### src/hdl/bbx_pkg.sv
package bbx_pkg;
   // widths of the program counter, data address and bank select
   localparam int PC_W = 21;
   localparam int BANK_W = 4;
   localparam int FADDR_W = 8;
   localparam int DADDR_W = BANK_W + FADDR_W;

   // opcode fields
   localparam logic [4:0] OP_REL_JUMP = 5'h1A;
   localparam logic [3:0] OP_BIT_SET = 4'h8;
   localparam logic [3:0] OP_SKIP_CLR = 4'hB;
   localparam logic [3:0] OP_SKIP_SET = 4'hA;

   // field positions inside the instruction word
   localparam int JMP_OFS_MSB = 10;
   localparam int BIT_IDX_LSB = 9;
   localparam int ACC_SEL_POS = 8;

   // phases of one instruction cycle
   localparam logic [1:0] PH_DECODE = 2'h0;
   localparam logic [1:0] PH_READ = 2'h1;
   localparam logic [1:0] PH_PROC = 2'h2;
   localparam logic [1:0] PH_WRITE = 2'h3;

   // fixed access bank: low half in bank 0, high half in the top bank
   localparam logic [FADDR_W-1:0] ACCESS_SPLIT = 8'h80;
   localparam logic [BANK_W-1:0] ACCESS_LO_BANK = 4'h0;
   localparam logic [BANK_W-1:0] ACCESS_HI_BANK = 4'hF;

   // reset values
   localparam logic [15:0] RST_INSTR = 16'h0000;
   localparam logic [1:0] RST_PHASE = 2'h0;

   typedef enum logic [1:0] {ST_EXEC, ST_IDLE, ST_IDLE2} bbx_state_t;
endpackage

### src/hdl/bbx_bit_if.sv
`timescale 1ns/100ps
interface bbx_bit_if;
   logic [7:0] data;
   logic [2:0] bit_idx;
   logic skip_on_set;
   logic [7:0] set_data;
   logic skip;

   modport core (output data, output bit_idx, output skip_on_set,
                 input set_data, input skip);
   modport alu (input data, input bit_idx, input skip_on_set,
                output set_data, output skip);
endinterface

### src/hdl/bbx_bit_alu.sv
`timescale 1ns/100ps
module bbx_bit_alu
   import bbx_pkg::*;
(
   bbx_bit_if.alu bus
);
   wire [7:0] onehot;
   wire bit_val;

   // one-hot mask of the selected bit
   assign onehot = 8'h01 << bus.bit_idx;
   // other bits pass through untouched
   assign bus.set_data = bus.data | onehot; // RQ6
   assign bit_val = |(bus.data & onehot);
   // skip when the bit matches the polarity the opcode asks for
   assign bus.skip = bus.skip_on_set ? bit_val : ~bit_val; // RQ8 RQ9
endmodule

### src/hdl/bbx_exec.sv
`timescale 1ns/100ps
// Overview of operation
// RQ1: top five bits 11010 decode relative jump
// RQ2: signed 11-bit offset, doubled before adding
// RQ3: target is incremented PC plus doubled offset
// RQ4: jump takes two cycles, PC written last
// RQ5: top nibble 1000 decodes bit set
// RQ6: bit set forces one selected bit only
// RQ7: selector 0 access bank, 1 bank register
// RQ8: nibble 1011 skips when bit clear
// RQ9: nibble 1010 skips when bit set
// RQ10: taken skip discards prefetch, adds idle cycle
// RQ11: skipping two-word instruction costs three cycles
// RQ12: bit set reads phase two, writes four
module bbx_exec
   import bbx_pkg::*;
#(
   parameter int PCW = PC_W
)
(
   input wire logic i_clk,
   input wire logic i_rst,
   input wire logic [15:0] i_instr,
   input wire logic i_next_two_word,
   input wire logic [PCW-1:0] i_pc,
   input wire logic [BANK_W-1:0] i_bank_sel,
   input wire logic [7:0] i_mem_rdata,
   output logic [1:0] o_phase,
   output logic o_instr_take,
   output logic o_flush,
   output logic o_pc_load,
   output logic [PCW-1:0] o_pc_target,
   output logic o_mem_rd,
   output logic o_mem_wr,
   output logic [DADDR_W-1:0] o_mem_addr,
   output logic [7:0] o_mem_wdata
);
   bbx_state_t state_r, state_nxt;
   logic [1:0] phase_r;
   logic [15:0] instr_r;
   logic [7:0] data_r;
   logic [PCW-1:0] target_r;
   logic pc_load_r;
   logic rd_r;
   logic wr_r;
   logic [DADDR_W-1:0] addr_r;
   logic [7:0] wdata_r;
   logic two_word_r, two_word_nxt;

   bbx_bit_if bit_bus ();

   bbx_bit_alu u_alu (
      .bus (bit_bus.alu)
   );

   // decode of the word now executing
   wire exec = (state_r == ST_EXEC);
   wire is_jump = (instr_r[15:11] == OP_REL_JUMP); // RQ1
   wire is_bset = (instr_r[15:12] == OP_BIT_SET); // RQ5
   wire is_skc = (instr_r[15:12] == OP_SKIP_CLR); // RQ8
   wire is_sks = (instr_r[15:12] == OP_SKIP_SET); // RQ9
   wire is_skip_op = is_skc | is_sks;
   wire uses_file = is_bset | is_skip_op;
   wire [2:0] bit_idx = instr_r[BIT_IDX_LSB+2:BIT_IDX_LSB];
   wire acc_sel = instr_r[ACC_SEL_POS];
   wire [FADDR_W-1:0] faddr = instr_r[FADDR_W-1:0];

   // bank choice; the bank register is ignored for access-bank operands
   wire [BANK_W-1:0] acc_bank = (faddr < ACCESS_SPLIT) ? ACCESS_LO_BANK
                                                       : ACCESS_HI_BANK;
   wire [BANK_W-1:0] bank = acc_sel ? i_bank_sel : acc_bank; // RQ7

   // offset sign-extended and doubled; i_pc already points past this word
   wire [PCW-1:0] jump_ofs = {{(PCW-JMP_OFS_MSB-2){instr_r[JMP_OFS_MSB]}},
                              instr_r[JMP_OFS_MSB:0], 1'b0}; // RQ2
   wire [PCW-1:0] jump_dest = i_pc + jump_ofs; // RQ3

   // skip outcome is known once the read phase data has been sampled
   wire skip_taken = exec & is_skip_op & bit_bus.skip;
   wire cycle_end = (phase_r == PH_WRITE);

   // phase-qualified strobes for the registered outputs
   wire rd_go = exec & uses_file & (phase_r == PH_DECODE); // RQ12
   wire addr_go = exec & (phase_r == PH_DECODE);
   wire wr_go = exec & is_bset & (phase_r == PH_PROC); // RQ12
   wire tgt_go = exec & is_jump & (phase_r == PH_READ); // RQ3
   wire ld_go = exec & is_jump & (phase_r == PH_PROC); // RQ4

   assign bit_bus.data = data_r;
   assign bit_bus.bit_idx = bit_idx;
   assign bit_bus.skip_on_set = is_sks;

   // sequencing of execute and idle cycles
   always_comb
   begin
      state_nxt = state_r;
      two_word_nxt = two_word_r;
      if (cycle_end)
      begin
         unique case (state_r)
            ST_EXEC:
            begin
               if (is_jump)
               begin
                  state_nxt = ST_IDLE; // RQ4
                  two_word_nxt = 1'b0;
               end
               else if (skip_taken)
               begin
                  state_nxt = ST_IDLE; // RQ10
                  two_word_nxt = i_next_two_word; // RQ11
               end
            end
            ST_IDLE:
            begin
               state_nxt = two_word_r ? ST_IDLE2 : ST_EXEC; // RQ11
               two_word_nxt = 1'b0;
            end
            ST_IDLE2:
               state_nxt = ST_EXEC;
         endcase
      end
   end

   // a new word is taken only when the next cycle executes
   assign o_instr_take = cycle_end & (state_nxt == ST_EXEC);
   wire [15:0] instr_nxt = o_instr_take ? i_instr : RST_INSTR;

   // free-running phase counter, one turn per instruction cycle
   always_ff @(posedge i_clk or posedge i_rst)
   begin
      if (i_rst)
         phase_r <= RST_PHASE;
      else
         phase_r <= phase_r + 2'h1;
   end

   // execute or idle state; a two-word skip holds one extra idle
   always_ff @(posedge i_clk or posedge i_rst)
   begin
      if (i_rst)
      begin
         state_r <= ST_EXEC;
         two_word_r <= 1'b0;
      end
      else
      begin
         state_r <= state_nxt;
         two_word_r <= two_word_nxt;
      end
   end

   // instruction register; an idle cycle runs the empty word
   always_ff @(posedge i_clk or posedge i_rst)
   begin
      if (i_rst)
         instr_r <= RST_INSTR;
      else if (cycle_end)
         instr_r <= instr_nxt; // RQ10
   end

   // file register read in the second phase, sampled at its end
   always_ff @(posedge i_clk or posedge i_rst)
   begin
      if (i_rst)
      begin
         rd_r <= 1'b0;
         addr_r <= '0;
         data_r <= 8'h00;
      end
      else
      begin
         rd_r <= rd_go; // RQ12
         if (addr_go)
            addr_r <= {bank, faddr}; // RQ7
         if (rd_r)
            data_r <= i_mem_rdata;
      end
   end

   // write back in the fourth phase; bit tests never write
   always_ff @(posedge i_clk or posedge i_rst)
   begin
      if (i_rst)
      begin
         wr_r <= 1'b0;
         wdata_r <= 8'h00;
      end
      else
      begin
         wr_r <= wr_go; // RQ12
         if (wr_go)
            wdata_r <= bit_bus.set_data; // RQ6
      end
   end

   // jump target is captured once the offset has been read
   always_ff @(posedge i_clk or posedge i_rst)
   begin
      if (i_rst)
         target_r <= '0;
      else if (tgt_go)
         target_r <= jump_dest; // RQ3
   end

   // program counter write lands in the last phase of the jump cycle
   always_ff @(posedge i_clk or posedge i_rst)
   begin
      if (i_rst)
         pc_load_r <= 1'b0;
      else
         pc_load_r <= ld_go; // RQ4
   end

   // no status flag is touched by any of these operations
   assign o_phase = phase_r;
   assign o_flush = ~exec; // RQ10
   assign o_pc_load = pc_load_r;
   assign o_pc_target = target_r;
   assign o_mem_rd = rd_r;
   assign o_mem_wr = wr_r;
   assign o_mem_addr = addr_r;
   assign o_mem_wdata = wdata_r;
endmodule

### config.mk
export PLATFORM = sky130hd
export DESIGN_NAME = bbx_exec
export DESIGN_NICKNAME = d
export VERILOG_FILES = /design/src/hdl/bbx_pkg.sv /design/src/hdl/bbx_bit_if.sv /design/src/hdl/bbx_bit_alu.sv /design/src/hdl/bbx_exec.sv
export SDC_FILE = /design/constraint.sdc
export NUM_CORES = 1
export LEC_CHECK = 0
export ABC_AREA = 1
export BUFFER_PORTS_ARGS = -buffer_cell sky130_fd_sc_hd__clkbuf_2
export CORE_MARGIN = 5
export CORE_UTILIZATION = 54
export DETAILED_ROUTE_END_ITERATION = 16
export PLACE_DENSITY_LB_ADDON = 0.3
export SYNTH_ARGS = -nofsm -noshare
export SYNTH_HDL_FRONTEND = slang
export SYNTH_SLANG_ARGS = --single-unit
### constraint.sdc
create_clock -name i_clk -period 3.1 [get_ports i_clk]
set_input_delay 0.93 -clock i_clk [delete_from_list [all_inputs] [get_ports i_clk]]
set_output_delay 0.93 -clock i_clk [all_outputs]
set_load 0.02 [all_outputs]
# == Word level (Yosys, flattened, before mapping) ==
# Index checks and enable logic that the tools add are counted.
# totals
reg_bits,73
latchBits,0
mem_bits_rw,0
romBits,0
inputBits,52
out_inout_bits,48
wordCells,60
mem_count,0
# op_classes
n_addsub,2
n_mul,0
div_mod_pow,0
n_lt_le_gt_ge,1
n_eq_ne,10
shifts,1
muxes,12
n_bitwise,17
n_reduce_logical,6
# ops
cell,count
adder 21 bit,1
two-way mux 16 bit,1
"== test 4 bit, second input constant",3
bitwise AND 1 bit,11
bitwise AND 8 bit,1
"less-than comparator 8 bit, second input constant",1
two-way mux 2 bit,4
two-way mux 4 bit,2
bitwise OR 8 bit,1
OR reduction 8 bit,1
"left shift 1 x 3 -> 8 bit, first input constant",1
"== test 2 bit, second input constant",3
logical NOT 2 bit,3
one-hot mux 2 bit (3 select lines),1
"== test 5 bit, second input constant",1
"== test 2 x 1 -> 1 bit, second input constant",2
two-way mux 1 bit,3
"!= test 3 x 1 -> 1 bit, second input constant",1
AND reduction 3 bit,1
"adder 2 x 1 -> 2 bit, second input constant",1
inverter 1 bit,2
bitwise OR 1 bit,2
one-hot mux 1 bit (2 select lines),1
nonzero test 2 bit,1

# == Logic depth before layout (Yosys ltp) ==
# depth
depth_word,13
mapped_depth,15
depth_no_buf,15

# == Cells and area by module ==
# From an unflattened synthesis, not the netlist that was laid out.
# unflattened
cells_unflattened,573
area_unflattened_um2,4443.0
# by_module_without_submodules
mod,n_inst,cells_each,area_each_um2,seq_area_each_um2
bbx_exec,1,539,4221.5,1826.8
bbx_bit_alu,1,34,221.5,0.0

# == Worst setup path before layout ==
# Ideal clock, no wire load.
# synth_path
path_kind,reg-to-output
start,register state_r[1]
end,output port o_instr_take
t_arrival_ns,1.695
required_ns,2.170
path_slack_ns,0.475
stages_incl_launch_ff,9
path_buffers,1
cell_sequence,dfrtp_1 inv_1 ha_1 buf_2 inv_1 nor2_1 nand3_2 a21oi_4 and2_1
# synth_between
elab_chain_len,9
word_cells_on_any_way,11
classes_between,2 x eq/ne; 4 x mux; 3 x bitwise; 2 x reduce/logical
# synth_rtl
item,line,text
from (decl),bbx_exec.sv:38,"bbx_state_t state_r, state_nxt;"
from (signal assigned),bbx_exec.sv:148,state_r <= state_nxt;
logical NOT 2 bit,"bbx_exec.sv:57, bbx_exec.sv:100",
bitwise AND 1 bit (2 in a row),bbx_exec.sv:79,wire skip_taken = exec & is_skip_op & bit_bus.skip;
two-way mux 2 bit,bbx_exec.sv:108,else if (skip_taken)
two-way mux 2 bit,bbx_exec.sv:103,if (is_jump)
one-hot mux 2 bit (3 select lines),bbx_exec.sv:100,unique case (state_r)
two-way mux 2 bit *,bbx_exec.sv:98,if (cycle_end)
logical NOT 2 bit *,bbx_exec.sv:126,assign o_instr_take = cycle_end & (state_nxt == ST_EXEC);
bitwise AND 1 bit *,bbx_exec.sv:126,
to (decl),bbx_exec.sv:29,"output logic o_instr_take,"
# Every way passes the cells marked *; elsewhere a longest branch is shown, timed or not.

# == Worst setup path after layout ==
# layout_path
start,register instr_r[9]
end,output port o_instr_take
# layout_between
elab_chain_len,12
# layout_rtl
item,line,text
from (decl),bbx_exec.sv:40,logic [15:0] instr_r;
from (signal assigned),bbx_exec.sv:159,instr_r <= instr_nxt;
left shift 1 x 3 -> 8 bit *,bbx_bit_alu.sv:11,assign onehot = 8'h01 << bus.bit_idx;
bitwise AND 8 bit *,bbx_bit_alu.sv:14,assign bit_val = |(bus.data & onehot);
OR reduction 8 bit *,bbx_bit_alu.sv:14,
inverter 1 bit,bbx_bit_alu.sv:16,assign bus.skip = bus.skip_on_set ? bit_val : ~bit_val;
two-way mux 1 bit *,bbx_bit_alu.sv:16,
bitwise AND 1 bit *,bbx_exec.sv:79,
two-way mux 2 bit *,bbx_exec.sv:108,
two-way mux 2 bit *,bbx_exec.sv:103,
one-hot mux 2 bit (3 select lines) *,bbx_exec.sv:100,
two-way mux 2 bit *,bbx_exec.sv:98,
logical NOT 2 bit *,bbx_exec.sv:126,
bitwise AND 1 bit *,bbx_exec.sv:126,
# Marks and branches as above.

==> results_dict.tcl <==
set metrics [dict create \
    status "finished clean" \
    netSwitchingFraction_pct 46.5 \
    post_drt_wl_per_cell_microns 14.9 \
    ir_worst_vdd_v 0.000540 \
    hold_buffers 0 \
    maxCapViolCount 0 \
    fin_tns_setup_ns 0 \
    drive_gt1_share_pct 25.7 \
    clkLatencyLatePin_ns 0.36 \
    period_minus_slack_ns 2.97 \
    antenna_cells 0 \
    register_area_sq_um 1830 \
    synth_edf_count 0 \
    power_frac_clock_pct 15.3 \
    syn_nets 590 \
    nNetsFinal 697 \
    yosysMostFrequentCell "nand2_1" \
    skew_ns 0.0102 \
    slew_viol_final 0 \
    grt_start_max_net_pins 34 \
    dp_hpwl_mm 8.17 \
    place.gp.congestion 1.11 \
    route.final.wire_length_mm 10.8 \
    die_y_microns 98.4 \
    p_int_w 0.00263 \
    synth_commonest_cells "156 x nand2_1, 73 x dfrtp_1, 43 x o21ai_0" \
    cts.sinks 73 \
    highest-signal-layer "met4" \
    core_area_sq_um 7650 \
    cellPowerDensity_nw_per_um2 980 \
    seq_area_frac_synth_pct 43.3 \
    num_rows 32 \
    required_ns 2.17 \
    max_freq_mhz 336 \
    ys_warn_count 0 \
    fin_cells 725 \
    synthesis.area_sq_um 4220 \
    synth_top_area_share_pct 43.3 \
    place_inst 709 \
    relSlewSlack_pct 63.4 \
    power.total_w 0.00491 \
    io_buffers 99 \
    dr.pass1.iters 5 \
    crit_path_max_incr_delay_ns 0.52 \
    p_comb_share_pct 49.8 \
    ys_seq_elements 73 \
    drc 0 \
    vias 3972 \
    setup_viol 0 \
    cts_tree "built" \
    worst_pin_slew_ns 0.543 \
    reg2regPathDepth 11 \
    leakage_nw 2.72 \
    crit_path_start_kind "flip-flop" \
    rrSetupSlack_ns 0.78 \
    hold_class "flip-flop to flip-flop" \
    die-area_sq_um 9670 \
    synthFlopType "dfrtp_1" \
    grt_antenna_before_repair 0 \
    fillers 649 \
    grt_usage_pct 23.2 \
    via_per_inst 5.48 \
    multi_input_comb_area_sq_um 2130 \
    placed_area_sq_um 4810 \
    ys_types 35 \
    die_w_microns 98.4 \
    async_reset_ff_share_pct 100 \
    arrival_ns 2.04 \
    grt_pass1_vias 3910 \
    path_clk_slew_ns 0.08 \
    gr-total-overflow 0 \
    wl_met3_microns 676 \
    synth_top_area_cell "dfrtp_1" \
    hold_violations 0 \
    syn2layout_area_growth_pct 19.0 \
    cts_made_buffers 9 \
    start_util_pct 55.1 \
    syn-mean-instance-area_sq_um 8.23 \
    stdcell_area_sq_um 5020 \
    ant_nets 0 \
    drt_first_iter_violations 180 \
    cts_root_buffer "clkbuf_8" \
    synth_cells 512 \
    cp-end-kind "output port" \
    min_path_cells 2 \
    critical_path.slowest_cell "dfrtp_2" \
    p_switching_w 0.00228 \
    crit_type "flip-flop to output port" \
    rsz0062_at_grt "no" \
    clockBufferDepth 2 \
    wl_met1_mm 4.46 \
    htreeDepth 3 \
    grt_pass1_wl_mm 18.3 \
    crit_chain "inv_2 -> nand4_1 -> nand2_1 -> nor2_1 -> nand3_1 -> nand3_2 -> nand2_1 -> nand2_2 -> and2_1 -> clkbuf_2" \
    synth_area_leaders "dfrtp_1 43%, nand2_1 14%, ha_1 7.4%, o21ai_0 5.1%, a21oi_1 4.6%" \
    route.met2.wl_mm 5.42 \
    whs_ns 0.483 \
    p_seq_share_pct 34.9 \
    min_period_over_period_pct 95.9 \
    cp_max_fo 11 \
    io_pins 100 \
    cpMostUsedCell "nand2_1" \
]
## path summary, 6_finish.rpt
path	to	from
worst min-delay path	o_mem_wdata[1]	o_mem_wdata[1]
min in group asynchronous	o_phase[1]	i_rst
worst min register to register	o_mem_wdata[1]	o_mem_wdata[1]
worst max-delay path	o_instr_take	instr_r[9]
worst max register to register	o_pc_target[20]	instr_r[10]
max in group asynchronous	instr_r[10]	i_rst
## final cells by class
type,count,area share [%]
clock buffer,9,2.47
tap,102,2.54
inverter,44,3.39
sequential,73,36.5
clock inverter,6,1.37
multi-input combinational,382,42.4
timing repair buffer,109,11.4
## state kept, by name, summed over array words and instances (netlist names)
register and cells:
o_mem_wr 1, o_mem_addr 12, o_mem_wdata 8, bit_bus.data 8, o_pc_load 1, o_phase 2
state_r 2, o_mem_rd 1, two_word_r 1, o_pc_target 21, instr_r 16
## metrics by stage
| stage | utilization, % | setup WS [ns] |
|---|---|---|
| 4_1_cts | 65.5 | 0.00224 |
| 6_report | 65.6 | 0.128 |
| 3_5_place_dp | 62.9 | 0.269 |
| 2_1_floorplan | - | 0.317 |
| 5_1_grt | 65.6 | 0.0105 |
| 3_3_place_gp | 62.9 | 0.340 |
## kinds of logic (layout without fill, tap and decap cells)
logic type / after synthesis / count (layout) / share of synthesized area, %
and+or+nand+nor: 248 / 248 / 26.7
AOI/OAI and AO/OA: 87 / 87 / 10.8
DFF: 73 / 73 / 43.3
buffers and inverters: 57 / 168 / 6.23
adders and majority gates: 26 / 26 / 7.90
muxes: 11 / 11 / 2.94
xor gates and xnor gates: 10 / 10 / 2.08
## cells in the final DEF (no fill, tap or decap), types with 3 or more instances in the layout
| master | netlist | routed |
|---|---|---|
| xnor2_1 | 5 | 5 |
| dfrtp_1 | 73 | 70 |
| o21ai_0 | 43 | 43 |
| nand3_1 | 21 | 21 |
| and2_1 | 3 | 3 |
| ha_1 | 25 | 25 |
| a21oi_1 | 39 | 39 |
| nand2_1 | 156 | 156 |
| xor2_1 | 5 | 5 |
| dfrtp_2 | 0 | 3 |
| buf_4 | 1 | 10 |
| nand4_1 | 12 | 12 |
| clkbuf_2 | 0 | 99 |
| nand3_2 | 11 | 11 |
| nor2_1 | 29 | 29 |
| inv_1 | 40 | 39 |
| clkbuf_8 | 0 | 9 |
| inv_2 | 2 | 3 |
| nor3_1 | 8 | 8 |
| mux2_2 | 11 | 11 |
## timing repair
action	4_1_cts	5_1_grt
buffers inserted	0	1
resized for setup	0	3
endpoints found under the setup margin	0	1
## worst max-delay path: cells and delay by family, from the launching register on
kind                   cells  cell delay (ns)
buffers and inverters      2             0.27
DFF                        1             0.52
and+or+nand+nor            8             0.90
## power by group through the flow
stage                     clock [W]  sequential (W)  combinational (W)
after floorplan                   0         0.00189            0.00154
after global placement            0         0.00170            0.00233
after detailed placement          0         0.00172            0.00241
after CTS                  0.000759         0.00171            0.00243
after global routing       0.000808         0.00177            0.00273
final                      0.000754         0.00171            0.00245
## per-layer routing
layer  vias up  track usage, %
met5         -               0
met4         0            8.72
met3        31            5.00
met2       152            39.6
met1      1875            28.9
li1       1914               -
(Power assumes the default switching activity.)
